File: src/ssa_pkg.sv
// Contract
// - Halfword halving subtract: lane differences shifted right
// - Byte halving subtract: four signed halved differences
// - Halving subtracts leave all flags unchanged
// - Halfword signed subtract writes low difference bits
// - Halfword subtract sets lane flag pairs
// - Byte signed subtract writes four low bytes
// - Byte subtract sets lane flag per sign
// - Bit test ANDs, sets flags, no write
// - Equivalence test XORs, sets flags, no write
// - Tests set negative and zero from result
// - Tests change carry only from operand shifter
// - Tests leave overflow flag unchanged
// - Halfword unsigned add writes low sum bits
// - Halfword add sets lane pairs on carry
// - Byte unsigned add writes four low bytes
// - Byte add sets lane flag on carry
package ssa_pkg;

	localparam logic [7:0] ADDR_OPA = 8'h00;
	localparam logic [7:0] ADDR_OPB = 8'h04;
	localparam logic [7:0] ADDR_CTRL = 8'h08;
	localparam logic [7:0] ADDR_RESULT = 8'h0c;
	localparam logic [7:0] ADDR_FLAGS = 8'h10;
	localparam logic [7:0] ADDR_STATUS = 8'h14;

	localparam int CTRL_OP_LSB = 0;
	localparam int CTRL_COND_BIT = 4;
	localparam int CTRL_SHC_BIT = 5;
	localparam int CTRL_SHC_EN_BIT = 6;

	localparam int FLG_GE_LSB = 0;
	localparam int FLG_V_BIT = 8;
	localparam int FLG_C_BIT = 9;
	localparam int FLG_Z_BIT = 10;
	localparam int FLG_N_BIT = 11;

	localparam int ST_DEST_BIT = 0;
	localparam int ST_FLAG_BIT = 1;
	localparam int ST_OP_LSB = 4;
	localparam int ST_CNT_LSB = 8;

	localparam logic [31:0] RST_WORD = 32'h0000_0000;
	localparam logic [2:0] HSIZE_WORD = 3'h2;
	localparam logic [1:0] HRESP_OKAY = 2'h0;

	typedef enum logic [2:0] {
		halving_signed_sub_half,
		halving_signed_sub_byte,
		signed_sub_half,
		signed_sub_byte,
		bit_test_op,
		equivalence_test_op,
		unsigned_add_half,
		unsigned_add_byte
	} ssa_op_t;

	typedef struct packed {
		logic n;
		logic z;
		logic c;
		logic v;
		logic [3:0] ge;
	} ssa_flags_t;

endpackage

File: src/ssa_alu_top.sv
// Decided for this implementation: the register offsets and the AHB-Lite slave port.
`timescale 1ns/1ns
module ssa_alu_top (
	// Clock and reset
	input wire logic i_ref_clk,
	input wire logic i_sys_rst,
	// AHB-Lite slave
	input wire logic i_hsel,
	input wire logic [31:0] i_haddr,
	input wire logic [1:0] i_htrans,
	input wire logic i_hwrite,
	input wire logic [2:0] i_hsize,
	input wire logic [31:0] i_hwdata,
	input wire logic i_hready,
	output logic [31:0] o_hrdata,
	output logic o_hreadyout,
	output logic [1:0] o_hresp,
	// Datapath results toward the register file and flag logic
	output logic [31:0] o_dest_data,
	output logic o_dest_we,
	output ssa_pkg::ssa_flags_t o_flags,
	output logic o_flags_upd
);
	typedef struct packed {
		logic [31:0] opa;
		logic [31:0] opb;
		logic [31:0] result;
		ssa_pkg::ssa_flags_t flags;
		logic dest_we;
		logic flags_upd;
		logic last_dest;
		logic last_flag;
		ssa_pkg::ssa_op_t last_op;
		logic [7:0] exec_cnt;
		logic wr_pend;
		logic [7:0] wr_addr;
		logic [31:0] hrdata;
	} ssa_state_t;

	ssa_state_t st;
	ssa_state_t next_st;

	logic bus_acc;
	logic exec_fire;
	logic exec_cond;
	ssa_pkg::ssa_op_t exec_op;
	logic [31:0] alu_result;
	logic [3:0] alu_ge;
	logic alu_ge_upd;
	ssa_pkg::ssa_flags_t fu_flags;
	logic fu_dest_we;
	logic fu_flags_upd;

	function automatic logic [31:0] rd_word(input ssa_state_t s, input logic [7:0] a);
		logic [31:0] w;
		w = 32'h0000_0000;
		case (a)
			ssa_pkg::ADDR_OPA: w = s.opa;
			ssa_pkg::ADDR_OPB: w = s.opb;
			ssa_pkg::ADDR_RESULT: w = s.result;
			ssa_pkg::ADDR_FLAGS: begin
				w[ssa_pkg::FLG_GE_LSB +: 4] = s.flags.ge;
				w[ssa_pkg::FLG_V_BIT] = s.flags.v;
				w[ssa_pkg::FLG_C_BIT] = s.flags.c;
				w[ssa_pkg::FLG_Z_BIT] = s.flags.z;
				w[ssa_pkg::FLG_N_BIT] = s.flags.n;
			end
			ssa_pkg::ADDR_STATUS: begin
				w[ssa_pkg::ST_DEST_BIT] = s.last_dest;
				w[ssa_pkg::ST_FLAG_BIT] = s.last_flag;
				w[ssa_pkg::ST_OP_LSB +: 3] = s.last_op;
				w[ssa_pkg::ST_CNT_LSB +: 8] = s.exec_cnt;
			end
			// Control is write-only; unmapped words read as zero
			default: w = 32'h0000_0000;
		endcase
		rd_word = w;
	endfunction

	// Only whole-word transfers are taken; others complete with no effect
	assign bus_acc = i_hsel && i_htrans[1] && i_hready && (i_hsize == ssa_pkg::HSIZE_WORD);

	// Execution runs in the data phase of a control write, using its data directly
	assign exec_fire = st.wr_pend && (st.wr_addr == ssa_pkg::ADDR_CTRL);
	assign exec_op = ssa_pkg::ssa_op_t'(i_hwdata[ssa_pkg::CTRL_OP_LSB +: 3]);
	assign exec_cond = exec_fire && i_hwdata[ssa_pkg::CTRL_COND_BIT];

	ssa_lane_alu u_lane_alu (
		.i_op(exec_op),
		.i_src_a(st.opa),
		.i_src_b(st.opb),
		.o_result(alu_result),
		.o_ge(alu_ge),
		.o_ge_upd(alu_ge_upd)
	);

	ssa_flag_unit u_flag_unit (
		.i_op(exec_op),
		.i_cond_pass(exec_cond),
		.i_result(alu_result),
		.i_ge(alu_ge),
		.i_ge_upd(alu_ge_upd),
		.i_shift_carry(i_hwdata[ssa_pkg::CTRL_SHC_BIT]),
		.i_shift_carry_en(i_hwdata[ssa_pkg::CTRL_SHC_EN_BIT]),
		.i_flags(st.flags),
		.o_flags(fu_flags),
		.o_dest_we(fu_dest_we),
		.o_flags_upd(fu_flags_upd)
	);

	always_comb begin
		next_st = st;
		next_st.dest_we = 1'b0;
		next_st.flags_upd = 1'b0;
		if (st.wr_pend) begin
			case (st.wr_addr)
				ssa_pkg::ADDR_OPA: next_st.opa = i_hwdata;
				ssa_pkg::ADDR_OPB: next_st.opb = i_hwdata;
				ssa_pkg::ADDR_FLAGS: begin
					next_st.flags.ge = i_hwdata[ssa_pkg::FLG_GE_LSB +: 4];
					next_st.flags.v = i_hwdata[ssa_pkg::FLG_V_BIT];
					next_st.flags.c = i_hwdata[ssa_pkg::FLG_C_BIT];
					next_st.flags.z = i_hwdata[ssa_pkg::FLG_Z_BIT];
					next_st.flags.n = i_hwdata[ssa_pkg::FLG_N_BIT];
				end
				default: ;
			endcase
		end
		if (exec_fire) begin
			next_st.flags = fu_flags;
			next_st.dest_we = fu_dest_we;
			next_st.flags_upd = fu_flags_upd;
			next_st.last_op = exec_op;
			next_st.last_dest = fu_dest_we;
			next_st.last_flag = fu_flags_upd;
			next_st.exec_cnt = st.exec_cnt + 8'h01;
			// Test results are discarded, so the destination keeps its old value
			if (fu_dest_we) begin
				next_st.result = alu_result;
			end
		end
		next_st.wr_pend = bus_acc && i_hwrite;
		next_st.wr_addr = i_haddr[7:0];
		// Read from next values so a write just before a read is seen at once
		if (bus_acc && !i_hwrite) begin
			next_st.hrdata = rd_word(next_st, i_haddr[7:0]);
		end
	end

	always_ff @(posedge i_ref_clk or posedge i_sys_rst) begin
		if (i_sys_rst) begin
			st <= '0;
		end else begin
			st <= next_st;
		end
	end

	assign o_hrdata = st.hrdata;
	assign o_hreadyout = 1'b1;
	assign o_hresp = ssa_pkg::HRESP_OKAY;
	assign o_dest_data = st.result;
	assign o_dest_we = st.dest_we;
	assign o_flags = st.flags;
	assign o_flags_upd = st.flags_upd;

	// Reference arithmetic for the checks, differences in signed form and sums unsigned
	logic signed [16:0] chk_hd [2];
	logic [16:0] chk_hs [2];
	logic signed [8:0] chk_bd [4];
	logic [8:0] chk_bs [4];
	logic [31:0] chk_bhalf;
	logic [31:0] chk_bsub;
	logic [31:0] chk_bsum;
	logic [3:0] chk_bge;
	logic [3:0] chk_uge;

	genvar k;
	for (k = 0; k < 2; k++) begin : g_chk_half
		assign chk_hd[k] = $signed(st.opa[16*k +: 16]) - $signed(st.opb[16*k +: 16]);
		assign chk_hs[k] = 17'(st.opa[16*k +: 16]) + 17'(st.opb[16*k +: 16]);
	end
	for (k = 0; k < 4; k++) begin : g_chk_byte
		assign chk_bd[k] = $signed(st.opa[8*k +: 8]) - $signed(st.opb[8*k +: 8]);
		assign chk_bs[k] = 9'(st.opa[8*k +: 8]) + 9'(st.opb[8*k +: 8]);
		assign chk_bhalf[8*k +: 8] = chk_bd[k][8:1];
		assign chk_bsub[8*k +: 8] = chk_bd[k][7:0];
		assign chk_bsum[8*k +: 8] = chk_bs[k][7:0];
		assign chk_bge[k] = (chk_bd[k] >= 0);
		assign chk_uge[k] = (chk_bs[k] >= 9'h100);
	end

	logic chk_is_test;
	assign chk_is_test = (exec_op == ssa_pkg::bit_test_op) ||
		(exec_op == ssa_pkg::equivalence_test_op);

	// Test outcome formed apart from the lane datapath
	logic [31:0] chk_test;
	assign chk_test = (exec_op == ssa_pkg::bit_test_op) ? (st.opa & st.opb) : (st.opa ^ st.opb);
endmodule

File: src/ssa_flag_unit.sv
`timescale 1ns/1ns
module ssa_flag_unit (
	// Operation and its condition outcome
	input wire ssa_pkg::ssa_op_t i_op,
	input wire logic i_cond_pass,
	// Datapath outcome
	input wire logic [31:0] i_result,
	input wire logic [3:0] i_ge,
	input wire logic i_ge_upd,
	// Carry out of the second operand shifter
	input wire logic i_shift_carry,
	input wire logic i_shift_carry_en,
	// Current flags
	input wire ssa_pkg::ssa_flags_t i_flags,
	// Next flags and write enables
	output ssa_pkg::ssa_flags_t o_flags,
	output logic o_dest_we,
	output logic o_flags_upd
);
	logic is_test;

	assign is_test = (i_op == ssa_pkg::bit_test_op) || (i_op == ssa_pkg::equivalence_test_op);

	always_comb begin
		o_flags = i_flags;
		if (i_cond_pass) begin
			if (i_ge_upd) begin
				o_flags.ge = i_ge;
			end
			if (is_test) begin
				o_flags.n = i_result[31];
				o_flags.z = (i_result == 32'h0000_0000);
				// Without a shifter carry-out the carry flag keeps its value
				if (i_shift_carry_en) begin
					o_flags.c = i_shift_carry;
				end
			end
		end
	end

	// Overflow is never touched here
	assign o_dest_we = i_cond_pass && !is_test;
	assign o_flags_upd = i_cond_pass && (i_ge_upd || is_test);
endmodule

File: src/ssa_lane_alu.sv
`timescale 1ns/1ns
module ssa_lane_alu (
	// Operation select
	input wire ssa_pkg::ssa_op_t i_op,
	// Operands
	input wire logic [31:0] i_src_a,
	input wire logic [31:0] i_src_b,
	// Results
	output logic [31:0] o_result,
	output logic [3:0] o_ge,
	output logic o_ge_upd
);
	// One bit wider than the lane so the sign or carry survives
	logic [8:0] byte_diff [4];
	logic [8:0] byte_sum [4];
	logic [16:0] half_diff [2];
	logic [16:0] half_sum [2];

	genvar g;
	for (g = 0; g < 4; g++) begin : g_byte
		assign byte_diff[g] = {i_src_a[8*g+7], i_src_a[8*g +: 8]} - {i_src_b[8*g+7], i_src_b[8*g +: 8]};
		assign byte_sum[g] = {1'b0, i_src_a[8*g +: 8]} + {1'b0, i_src_b[8*g +: 8]};
	end
	for (g = 0; g < 2; g++) begin : g_half
		assign half_diff[g] = {i_src_a[16*g+15], i_src_a[16*g +: 16]} -
			{i_src_b[16*g+15], i_src_b[16*g +: 16]};
		assign half_sum[g] = {1'b0, i_src_a[16*g +: 16]} + {1'b0, i_src_b[16*g +: 16]};
	end

	always_comb begin
		o_result = 32'h0000_0000;
		o_ge = 4'h0;
		o_ge_upd = 1'b0;
		unique case (i_op)
			ssa_pkg::halving_signed_sub_half: begin
				o_result = {half_diff[1][16:1], half_diff[0][16:1]};
			end
			ssa_pkg::halving_signed_sub_byte: begin
				o_result = {byte_diff[3][8:1], byte_diff[2][8:1],
					byte_diff[1][8:1], byte_diff[0][8:1]};
			end
			ssa_pkg::signed_sub_half: begin
				o_result = {half_diff[1][15:0], half_diff[0][15:0]};
				o_ge = {{2{~half_diff[1][16]}}, {2{~half_diff[0][16]}}};
				o_ge_upd = 1'b1;
			end
			ssa_pkg::signed_sub_byte: begin
				o_result = {byte_diff[3][7:0], byte_diff[2][7:0],
					byte_diff[1][7:0], byte_diff[0][7:0]};
				o_ge = {~byte_diff[3][8], ~byte_diff[2][8],
					~byte_diff[1][8], ~byte_diff[0][8]};
				o_ge_upd = 1'b1;
			end
			ssa_pkg::bit_test_op: begin
				o_result = i_src_a & i_src_b;
			end
			ssa_pkg::equivalence_test_op: begin
				o_result = i_src_a ^ i_src_b;
			end
			ssa_pkg::unsigned_add_half: begin
				o_result = {half_sum[1][15:0], half_sum[0][15:0]};
				o_ge = {{2{half_sum[1][16]}}, {2{half_sum[0][16]}}};
				o_ge_upd = 1'b1;
			end
			ssa_pkg::unsigned_add_byte: begin
				o_result = {byte_sum[3][7:0], byte_sum[2][7:0],
					byte_sum[1][7:0], byte_sum[0][7:0]};
				o_ge = {byte_sum[3][8], byte_sum[2][8], byte_sum[1][8], byte_sum[0][8]};
				o_ge_upd = 1'b1;
			end
		endcase
	end
endmodule

File: config.mk
export PLATFORM = sky130hd
export DESIGN_NAME = ssa_alu_top
export DESIGN_NICKNAME = d
export VERILOG_FILES = /design/src/ssa_pkg.sv /design/src/ssa_alu_top.sv /design/src/ssa_flag_unit.sv /design/src/ssa_lane_alu.sv
export SDC_FILE = /design/constraint.sdc
export NUM_CORES = 1
export LEC_CHECK = 0
export BUFFER_PORTS_ARGS = -buffer_cell sky130_fd_sc_hd__buf_2
export CORE_UTILIZATION = 25
export CTS_CLUSTER_SIZE = 14
export DETAILED_ROUTE_END_ITERATION = 8
export PLACE_DENSITY = 0.52
export SYNTH_ARGS = -nofsm -noshare
export SYNTH_HDL_FRONTEND = slang
export SYNTH_SLANG_ARGS = --single-unit
File: constraint.sdc
create_clock -name i_ref_clk -period 5.1 [get_ports i_ref_clk]
set_input_delay 0.51 -clock i_ref_clk [delete_from_list [all_inputs] [get_ports i_ref_clk]]
set_output_delay 0.51 -clock i_ref_clk [all_outputs]
set_load 0.005 [all_outputs]
## Word level (Yosys, flattened, before mapping)

Cells that the tools add are included.

- Register bits after elaboration: 160
- Input port bits: 74
- Logic and storage cells: 93

- Add/subtract/negate cells: 13
- Equal/unequal tests: 15
- Muxes and demuxes: 22
- Bitwise gates (word level): 8
- Reduce and logical (&&, ||, !) cells: 18

Operators by type and width:

| kind | number |
|---|---|
| one-hot mux 32 bit (8 select lines) | 1 |
| 2-to-1 mux 32 bit | 3 |
| 2-to-1 mux 64 bit | 1 |
| 2-to-1 mux 55 bit | 1 |
| one-hot mux 16 bit (3 select lines) | 1 |
| adder 8 x 8 -> 9 bit | 4 |
| subtractor 8 x 8 -> 9 bit | 4 |
| adder 16 x 16 -> 17 bit | 2 |
| subtractor 16 x 16 -> 17 bit | 2 |
| bitwise AND 32 bit | 1 |
| logical NOT 32 bit | 1 |
| one-hot mux 4 bit (4 select lines) | 2 |
| XOR 32 bit | 1 |
| == test 8 x 5 -> 1 bit, second input constant | 3 |
| one-hot mux 4 bit (5 select lines) | 1 |
| == test 8 x 3 -> 1 bit, second input constant | 2 |
| == test 8 x 4 -> 1 bit, second input constant | 2 |
| logical NOT 8 bit | 2 |
| 2-to-1 mux 8 bit | 2 |
| == test 3 bit, second input constant | 4 |
| one-hot mux 3 bit (4 select lines) | 1 |
| one-hot mux 2 bit (5 select lines) | 1 |
| == test 3 x 2 -> 1 bit, second input constant | 3 |
| logical AND 1 bit | 9 |
| other kinds (12) | 22 |

## Longest topological paths before layout

Gate-level depths: netlist of the first run.

- Depth after elaboration: 7
- Gate-level depth with buffers: 14
- Depth with buffers taken out: 14

## Cells and area by module

Synthesis of the first run repeated with hierarchy kept, for this count alone.

- Cells, all modules: 1555
- Area, all modules: 13538.0 um2

By module, submodules not included:

| module | times used | cells an instance | area each (um2) |
|---|---|---|---|
| ssa_alu_top | 1 | 699 | 7925.1 |
| ssa_lane_alu | 1 | 831 | 5401.4 |
| ssa_flag_unit | 1 | 25 | 211.5 |

## Least setup slack after synthesis of the first run

Ideal clock, no wire load.

- Path type: reg2reg
- Start point: register st[97] in the netlist's numbering
- End point: register st, in the netlist o_hrdata[10]
- Library setup time: 92 ps
- Arrival: 3577 ps
- Data required time: 5008 ps
- Path slack: 1431 ps
- Stages on the path, launching flop included: 13
- Path buffers: 0
- Clock period less this slack: 3669 ps
- Cell sequence: dfrtp_1 -> inv_1 -> ha_1 -> nor2b_1 -> o311ai_0 -> nand2_1 -> xnor2_1 -> mux4_2 -> or4_1 -> or4b_1 -> nor4_2 -> nand4_1 -> o31ai_2

- Word-level cells in the longest chain between the ends: 7
- Elaborated cells between the ends (all ways): 13

RTL lines:

| what | line | source |
|---|---|---|
| start, declared | ssa_alu_top.sv:40 | `ssa_state_t st;` |
| start signal, assigned | ssa_alu_top.sv:154 | `st <= next_st;` |
| subtractor 16 x 16 -> 17 bit (tied with other cells) | ssa_lane_alu.sv:25 | `assign half_diff[g] = {i_src_a[16*g+15], i_src_a[16*g +: 16]} -` |
| one-hot mux 32 bit (8 select lines) (*) | ssa_lane_alu.sv:34 | `unique case (i_op)` |
| logical NOT 32 bit | ssa_flag_unit.sv:32 | `o_flags.z = (i_result == 32'h0000_0000);` |
| 2-to-1 mux 3 bit | ssa_flag_unit.sv:30 | `if (is_test) begin` |
| 2-to-1 mux 3 bit | ssa_flag_unit.sv:26 | `if (i_cond_pass) begin` |
| 2-to-1 mux 55 bit (*) | ssa_alu_top.sv:129 | `if (exec_fire) begin` |
| one-hot mux 4 bit (5 select lines) (*) | ssa_alu_top.sv:57 | `case (a)` |

Mark *: on every way between the ends. The rest lies on a longest branch, timed or not.
A chain may end at the register's enable or synchronous reset.

## Worst setup path in the final report of the first run

- Start point: register st[144] in the netlist's numbering
- End point: register st, in the netlist o_hrdata[10]

- Word-level cells in the longest chain between the ends: 7
- Elaborated cells between the ends (all ways): 12

RTL lines:

| what | line | source |
|---|---|---|
| adder 16 x 16 -> 17 bit (tied with other cells) | ssa_lane_alu.sv:27 | `assign half_sum[g] = {1'b0, i_src_a[16*g +: 16]} + {1'b0, i_src_b[16*g +: 16]};` |
| one-hot mux 32 bit (8 select lines) (*) | ssa_lane_alu.sv:34 |  |
| logical NOT 32 bit (*) | ssa_flag_unit.sv:32 |  |
| 2-to-1 mux 3 bit (*) | ssa_flag_unit.sv:30 |  |
| 2-to-1 mux 3 bit (*) | ssa_flag_unit.sv:26 |  |
| 2-to-1 mux 55 bit (*) | ssa_alu_top.sv:129 |  |
| one-hot mux 4 bit (5 select lines) (*) | ssa_alu_top.sv:57 |  |

Marked as above.

==> results of run 1 <==
[critical path, stage by stage (launching register included)]
cell,delay (ps)
dfrtp_1,390
inv_1,100
ha_1,180
fa_1,220
nand2b_1,230
a21oi_1,140
o311ai_0,850
and2_0,380
o21ai_0,160
o32a_1,400
or4_1,490
nor4_2,260
nand4_1,340
o31ai_2,310
[cell usage after synthesis, types with 9 or more instances]
master | count | area share, %
a2111oi_0 | 10 | 0.65
a211oi_1 | 21 | 1.2
a21o_1 | 20 | 1.1
a21oi_1 | 85 | 3.2
a221oi_1 | 14 | 0.91
a222oi_1 | 18 | 1.3
a31oi_1 | 13 | 0.61
and2_1 | 13 | 0.61
and3_1 | 12 | 0.56
buf_2 | 10 | 0.37
buf_4 | 75 | 4.2
clkbuf_1 | 74 | 2.1
dfrtp_1 | 160 | 30
ha_1 | 70 | 6.5
inv_1 | 73 | 2.0
mux2_2 | 69 | 5.8
mux2i_1 | 21 | 1.6
nand2_1 | 192 | 5.4
nand2b_1 | 25 | 1.2
nand3_1 | 23 | 0.86
nand4_1 | 14 | 0.65
nor2_1 | 116 | 3.2
nor2b_1 | 23 | 1.1
nor3_1 | 27 | 1.0
o211ai_1 | 17 | 0.95
o21a_1 | 10 | 0.56
o21ai_0 | 116 | 4.3
o21bai_1 | 14 | 0.78
o2bb2ai_1 | 9 | 0.59
o311ai_0 | 10 | 0.65
o31ai_1 | 12 | 0.67
or4_1 | 10 | 0.56
xnor2_1 | 47 | 3.1
[sequential cells by signal (all words and copies together) (netlist names)]
| name | count |
|---|---|
| o_dest_data | 32 |
| o_dest_we | 1 |
| o_flags | 8 |
| o_flags_upd | 1 |
| o_hrdata | 32 |
| st | 86 |
[how the worst min path moves through the flow]
stage,cells past startpoint,start,slack (ps),endpoint
2_1_floorplan,1,st[48],440,st[48]
5_1_grt,2,i_sys_rst,130,o_hrdata[17]
3_3_place_gp,1,st[48],460,st[48]
6_report,2,i_sys_rst,100,o_hrdata[17]
3_5_place_dp,1,st[48],460,st[48]
4_1_cts,2,i_sys_rst,110,o_dest_data[1]
[metal layers]
metal  routed length [um]  part of all wire [%]  track usage [%]  up-vias
li1                     -                     -                -     5813
met5                    0                     0                0        -
met1                22550                    44            24.55     6235
met4                 1467                   2.9            6.656        0
met3                 2701                   5.3            2.673       81
met2                24590                    48            31.42      411
[metrics by stage]
stage / power [mW] / setup WS [ps] / std cells / utilization, %
global placement: 1.840 / 623.4 / 2296 / 27.19
floorplan: 1.648 / 270.1 / 1604 / -
finish: 3.112 / 588.0 / 2329 / 28.30
detailed placement: 1.842 / 587.6 / 2296 / 27.19
global route: 3.241 / 250.5 / 2329 / 28.30
CTS: 3.144 / 619.3 / 2328 / 28.29
[cells in the final DEF, fill, tap and decap left out, types with 10 or more instances in the layout]
master / netlist / final
nand2_1: 192 / 192
a222oi_1: 18 / 18
o21ai_0: 116 / 116
mux2_2: 69 / 69
a21o_1: 20 / 20
and2_1: 13 / 13
a31oi_1: 13 / 13
mux2i_1: 21 / 21
xnor2_1: 47 / 47
ha_1: 70 / 70
buf_2: 10 / 122
a2111oi_0: 10 / 10
nand3_1: 23 / 22
clkbuf_16: 0 / 17
nor2_1: 116 / 114
nand2b_1: 25 / 24
dfrtp_1: 160 / 160
inv_1: 73 / 72
nand4_1: 14 / 14
or4_1: 10 / 10
o21bai_1: 14 / 14
buf_4: 75 / 48
o31ai_1: 12 / 12
and3_1: 12 / 12
o21a_1: 10 / 10
a211oi_1: 21 / 21
nor3_1: 27 / 26
o211ai_1: 17 / 17
a21oi_1: 85 / 85
a221oi_1: 14 / 14
nor2b_1: 23 / 23
[final cells by class]
class	instances	area, sq um
Sequential cell	160	4004
Timing Repair Buffer	170	970.9
Fill cell	5702	37830
Clock inverter	14	150.1
Multi-Input combinational cell	1202	8222
Tap cell	688	860.8
Clock buffer	18	429.2
Inverter	76	290.3
Antenna cell	1	2.502
[where the power goes]
part / leakage (nW) / internal, mW / switching, mW
Combinational: 4.35 / 0.179 / 0.345
Clock: 0.273 / 0.688 / 0.601
Sequential: 2.05 / 1.28 / 0.0148
[kinds of logic (layout without fill, tap and decap cells)]
logic type               after synthesis  after routing  synth area share (%)
flip-flops                           160            160                 29.85
XOR/XNOR                              52             52                 3.396
buffers and inverters                242            278                 9.077
AO/OA/AOI/OAI                        474            474                 24.54
multiplexers                          91             91                 7.529
other                                  2              4               0.05600
adder cells (fa/ha/maj)               77             77                 7.575
AND/OR/NAND/NOR                      505            505                 17.98
==> flow_summary.toml, run 1 <==
[floorplan]
die_w_um = 233.6
dieHeight_um = 233.6
dieArea_sq_um = 54580
start_util_pct = 25.42
ios = 151
row_count = 84
core-area_sq_um = 52760

[timing]
final_max_slew_viol_count = 0
max_freq_mhz = 221.6
timing.hold.ws_ps = 100.6
rsz0062_at_grt = "false"
setup_violations = 0
skew_ps = 15.02
worst_pin_slew_ps = 1070
fin_crit_ps = 4512
min_period_over_period_pct = 88.47
hold_violations = 0
tns_ps = 0
slew_headroom_pct = 27.56

[clock_network]
cts-root-buf = "clkbuf_16"
cts_buffers = 17
postCtsSetupBuffers = 0
h-tree-depth = 4
cts_resized = 0
clockBufferDepth = 2
cts_hold_buffers = 0
cts.sinks = 160
cts_tree = "built"
clk_pin_slew_worst_paths_ps = 70
clk_latency_ps = 450

[placed_design]
place_area_sq_um = 14350
hpwl_um = 39220
gp_congestion = 0.9666
portBuffers = 122

[detailed_routing]
first_pass_iters = 9
routed-via-count = 12540
wl_um = 51300
drtIter0Drc = 1113
vias_per_cell = 5.384
post_drt_wl_per_cell_um = 22.03
drcViolationCount = 0
ant_nets = 0

[job]
maxCapViolations = 0

[setup_path]
reg2reg_from = "st[144]"
crit_fanout = 5
critPathKind = "reg -> reg"
rrSetupSlack_ps = 590
cp-start-kind = "flop"
crit_path_end_kind = "flop"
crit_path_end = "o_hrdata[10]"
critPathRequiredTime_ps = 5450
r2r_cells = 13
worstSetupStartpoint = "st[144]"
rr_endpoint = "o_hrdata[10]"
worstPathArrival_ps = 4860

[grt]
antenna_found_initial = 1
grt_pass1_vias = 12490
overflow = 0
grt_first_pass_wirelength_um = 77800
grt_use_total_pct = 18.81
grt_max_degree = 57

[synth]
synth-seq-cells = 160
ys_warn_count = 0
ys_seq_area_share_pct = 29.85
async_reset_ff_share_pct = 100.0
yosys_most_used_dff = "dfrtp_1"
syn_area_per_cell_sq_um = 8.367
syn_area_sq_um = 13410
syn-instance-count = 1603
synth_edf_count = 0
synth.distinct_cells = 85

[finish]
final_net_count = 1778
final_area_sq_um = 14930
area_growth_pct = 11.32
drive_gt1_share_pct = 18.17

[outcome]
status = "finished, final reports clean"

[power_and_ir_drop]
p_leak_nw = 6.675
power.density_nw_per_um2 = 208.5
peakVddDrop_uv = 181.1

[hold_path]
hold_path_class = "in -> async"
(Power assumes the default switching activity.)
==> run 2, diff against run 1 <==
--- a/config.mk
+++ b/config.mk
@@ -6,6 +6,7 @@
 export NUM_CORES = 1
 export LEC_CHECK = 0
 export BUFFER_PORTS_ARGS = -buffer_cell sky130_fd_sc_hd__buf_2
+export CORE_ASPECT_RATIO = 0.5
 export CORE_UTILIZATION = 25
 export CTS_CLUSTER_SIZE = 14
 export DETAILED_ROUTE_END_ITERATION = 8
==> run 2 against run 1 <==
Global-route usage down 0.62 points. First-iteration DRC count up 14%. Design area up 0.70%. Highest routed layer is now met5.
==> flow_summary.toml, run 2 (same netlist as run 1, synthesis figures left out) <==
[floorplan]
ios = 151
row_count = 59
start_util_pct = 25.55
die_w_um = 329.6
dieHeight_um = 165.8
dieArea_sq_um = 54630
core-area_sq_um = 52490

[detailed_routing]
drtIter0Drc = 1270
post_drt_wl_per_cell_um = 21.54
drcViolationCount = 0
vias_per_cell = 5.369
routed-via-count = 12620
first_pass_iters = 5
wl_um = 50630
ant_nets = 0

[setup_path]
path_cells = "ha_1, inv_1, fa_1, o21bai_1, a2111oi_0, a2111oi_0, nand3_1, or4b_1, a2111oi_0, or4b_1, nor4_2, nand4_1, o31ai_2"
crit_fanout = 4
worstPathArrival_ps = 4960
slowest_stage = "or4b_1"
critPathKind = "reg -> reg"
slowest_delay_ps = 590
critPathRequiredTime_ps = 5450
cp-start-kind = "flop"
critPathMostFrequentCell = "a2111oi_0"
cp.buffers_inverters = 1
crit_path_end_kind = "flop"
critical-path-top-delay-family = "simple AND/OR/NAND/NOR gates"

[timing]
final_max_slew_viol_count = 0
worst_pin_slew_ps = 986.9
hold_violations = 0
min_period_over_period_pct = 90.40
timing.hold.ws_ps = 113.7
fin_crit_ps = 4610
max_freq_mhz = 216.9
skew_ps = 12.89
rsz0062_at_grt = "false"
slew_headroom_pct = 33.37
tns_ps = 0
setup_violations = 0

[clock_network]
cts_hold_buffers = 0
postCtsSetupBuffers = 0
clk_latency_ps = 450
cts_tree = "built"
h-tree-depth = 4
cts_resized = 0
cts.sinks = 160
clk_pin_slew_worst_paths_ps = 70
cts-root-buf = "clkbuf_16"
cts_buffers = 17
clockBufferDepth = 2

[finish]
final-seq-area_sq_um = 4004
multi_input_area_sq_um = 8220
layout_common_cells = "nand2_1 (192), dfrtp_1 (160), buf_2 (122)"
final_net_count = 1786
final_area_sq_um = 15030
drive_gt1_share_pct = 18.57
max_flop_register = "st"
layout_commonest_cell = "nand2_1"
largest_reg_flops = 86
area_growth_pct = 12.09
fillCellCount = 5671

[power_and_ir_drop]
total_power_mw = 3.171
p_leak_nw = 6.731
peakVddDrop_uv = 246.9
power.density_nw_per_um2 = 211.0

[grt]
antenna_found_initial = 2
overflow = 0
grt_pass1_vias = 12040
grt_first_pass_wirelength_um = 76550
grt_use_total_pct = 18.19
grt_max_degree = 60

[placed_design]
portBuffers = 122
hpwl_um = 38420
place_area_sq_um = 14420
gp_congestion = 0.9541

[outcome]
status = "finished, final reports clean"

[job]
maxCapViolations = 0

[hold_path]
hold_path_class = "in -> async"
## run 2: final timing paths
kind                       startpoint           end  slack (ps)  cells past startpoint
max                           st[112]  o_hrdata[10]         490                     13
min                         i_sys_rst  o_hrdata[17]         110                      2
max reg2reg                   st[112]  o_hrdata[10]         490                     13
min reg2reg                    st[48]        st[48]         460                      1
max in group asynchronous   i_sys_rst       st[157]        3870                      3
min in group i_ref_clk     i_haddr[5]        st[37]         180                      1
## run 2: power by group
group	switching [mW]	leakage, nW	internal (mW)
combinational	0.344	4.39	0.180
sequential	0.0154	2.05	1.28
clock	0.675	0.291	0.673
## run 2: worst register-to-register path: stages, from the launching register on
cell and delay, ps:
dfrtp_1 410, ha_1 230, inv_1 70, fa_1 430
o21bai_1 260, a2111oi_0 150, a2111oi_0 370, nand3_1 190
or4b_1 590, a2111oi_0 430, or4b_1 550, nor4_2 170
nand4_1 360, o31ai_2 320
## run 2: cell type report
class | count | area share (%)
inverter | 76 | 1.931
antenna | 2 | 0.03329
timing repair buffer | 178 | 6.858
sequential | 160 | 26.63
tap | 701 | 5.834
clock buffer | 18 | 2.921
multi-input combinational | 1202 | 54.68
clock inverter | 14 | 1.107
## run 2: through the flow
stage / worst slack [ps] / instances / utilization [%]
2_1_floorplan: 270.1 / 1604 / -
3_3_place_gp: 676.8 / 2317 / 27.48
3_5_place_dp: 586.8 / 2317 / 27.48
4_1_cts: 572.1 / 2349 / 28.63
5_1_grt: 146.2 / 2349 / 28.63
6_report: 489.8 / 2351 / 28.64
## run 2: layer usage
metal	track usage (%)	vias up	wire length [um]
met1	27.11	6274	24310
met3	2.210	85	3053
li1	-	5829	-
met5	0	-	12
met2	27.35	432	22070
met4	5.012	2	1184
==> run 3, diff against run 2 <==
--- a/config.mk
+++ b/config.mk
@@ -6,7 +6,7 @@
 export NUM_CORES = 1
 export LEC_CHECK = 0
 export BUFFER_PORTS_ARGS = -buffer_cell sky130_fd_sc_hd__buf_2
-export CORE_ASPECT_RATIO = 0.5
+export CORE_ASPECT_RATIO = 0.8
 export CORE_UTILIZATION = 25
 export CTS_CLUSTER_SIZE = 14
 export DETAILED_ROUTE_END_ITERATION = 8
==> run 3 against run 2 <==
Register-to-register slack improved by 20 ps. Largest power group unchanged. Hold slack improved by 75 ps. Clock skew rose by 3.4 ps. Design area fell by 0.47%. Clock-buffer cell count fell by 1. Critical path type unchanged.
==> flow_summary.toml, run 3 (same netlist as run 1, synthesis figures left out) <==
[detailed_routing]
routed-via-count = 12610
post_drt_wl_per_cell_um = 21.90
vias_per_cell = 5.405
first_pass_iters = 6
drcViolationCount = 0
drtIter0Drc = 1166
wl_um = 51100
ant_nets = 0

[floorplan]
dieHeight_um = 209.2
core-area_sq_um = 52740
row_count = 75
ios = 151
die_w_um = 261.0
dieArea_sq_um = 54580
start_util_pct = 25.43

[timing]
final_max_slew_viol_count = 0
fin_crit_ps = 4593
max_freq_mhz = 217.7
worst_pin_slew_ps = 1087
timing.hold.ws_ps = 188.5
skew_ps = 16.27
slew_headroom_pct = 26.60
min_period_over_period_pct = 90.06
setup_violations = 0
hold_violations = 0
rsz0062_at_grt = "false"
tns_ps = 0

[setup_path]
cp-start-kind = "flop"
worstPathArrival_ps = 4930
slowest_delay_ps = 910
rrSetupSlack_ps = 510
path_cells = "inv_1, ha_1, o21ai_0, a21oi_1, o311ai_0, and2_0, o21ai_0, o32a_1, or4_1, nor4_2, nand4_1, o31ai_2"
critical-path-top-delay-family = "compound AO/OA/AOI/OAI gates"
critPathKind = "reg -> reg"
cp.buffers_inverters = 1
r2r_cells = 12
crit_path_end_kind = "flop"
rr_endpoint = "o_hrdata[10]"
critPathMostFrequentCell = "o21ai_0"
reg2reg_from = "st[115]"
crit_fanout = 14
worstSetupStartpoint = "st[115]"
slowest_stage = "o311ai_0"
critPathRequiredTime_ps = 5440

[grt]
overflow = 0
use_met3_pct = 2.887
grt_pass1_vias = 12050
grtUsageMet1_pct = 27.16
grt_use_total_pct = 18.59
grt_busiest_layer = "met2"
antenna_found_initial = 0
grt_first_pass_wirelength_um = 77000
grtUsageMet2_pct = 28.18
grt_max_degree = 75

[power_and_ir_drop]
total_power_mw = 3.188
peakVddDrop_uv = 236.8
p_leak_nw = 6.698
power.density_nw_per_um2 = 213.0

[clock_network]
cts_resized = 0
cts.sinks = 160
clk_pin_slew_worst_paths_ps = 60
cts_tree = "built"
postCtsSetupBuffers = 0
cts_buffers = 17
cts-root-buf = "clkbuf_16"
h-tree-depth = 4
cts_hold_buffers = 0
clk_latency_ps = 440
clockBufferDepth = 2

[placed_design]
hpwl_um = 39370
place_area_sq_um = 14360
gp_congestion = 0.9583
portBuffers = 122

[finish]
post-route-util_pct = 28.37
drive_gt1_share_pct = 18.23
diodes = 0
area_growth_pct = 11.57
layout_common_cells = "nand2_1 (192), dfrtp_1 (160), buf_2 (122)"
largest_reg_flops = 86
max_flop_register = "st"
fillCellCount = 5721
layout_commonest_cell = "nand2_1"
final_area_sq_um = 14960
final_net_count = 1779

[hold_path]
hold_path_class = "in -> async"

[job]
maxCapViolations = 0

[outcome]
status = "finished, final reports clean"
run 3: report_power, final:
part / switching (mW) / internal [mW]
combinational: 0.346 / 0.176
sequential: 0.0147 / 1.28
clock: 0.589 / 0.777
run 3: worst max path at each step:
stage	end	slack (ps)	cells after the start
6_report	o_hrdata[10]	510	12
5_1_grt	o_hrdata[10]	280	13
4_1_cts	o_hrdata[10]	590	12
3_5_place_dp	o_hrdata[10]	510	10
3_3_place_gp	o_hrdata[10]	560	10
2_1_floorplan	o_dest_data[0]	270	1
run 3: cell type report:
| type | count | area (sq um) | share of cell area [%] |
|---|---|---|---|
| Timing Repair Buffer | 171 | 978.4 | 6.539 |
| Inverter | 76 | 290.3 | 1.940 |
| Clock buffer | 17 | 425.4 | 2.843 |
| Sequential cell | 160 | 4004 | 26.76 |
| Multi-Input combinational cell | 1202 | 8218 | 54.92 |
| Tap cell | 693 | 867.1 | 5.795 |
| Clock inverter | 14 | 180.2 | 1.204 |
run 3: stage by stage:
| stage | instances | worst slack (ps) |
|---|---|---|
| after floorplan | 1604 | 270.1 |
| after global placement | 2302 | 562.7 |
| after detailed placement | 2302 | 511.6 |
| after CTS | 2333 | 586.1 |
| after global routing | 2333 | 284.1 |
| final | 2333 | 506.8 |
run 3: worst reg2reg max path, stage by stage, from the launching register on:
cell,delay (ps)
dfrtp_1,370
inv_1,50
ha_1,480
o21ai_0,230
a21oi_1,100
o311ai_0,910
and2_0,410
o21ai_0,150
o32a_1,390
or4_1,500
nor4_2,270
nand4_1,330
o31ai_2,310
run 3: layer usage:
| layer | vias up | part of all wire, % | wire, um |
|---|---|---|---|
| li1 | 5828 | - | - |
| met1 | 6271 | 48 | 24290 |
| met2 | 459 | 44 | 22640 |
| met3 | 51 | 6.3 | 3215 |
| met4 | 0 | 1.9 | 946 |
| met5 | - | 0 | 0 |
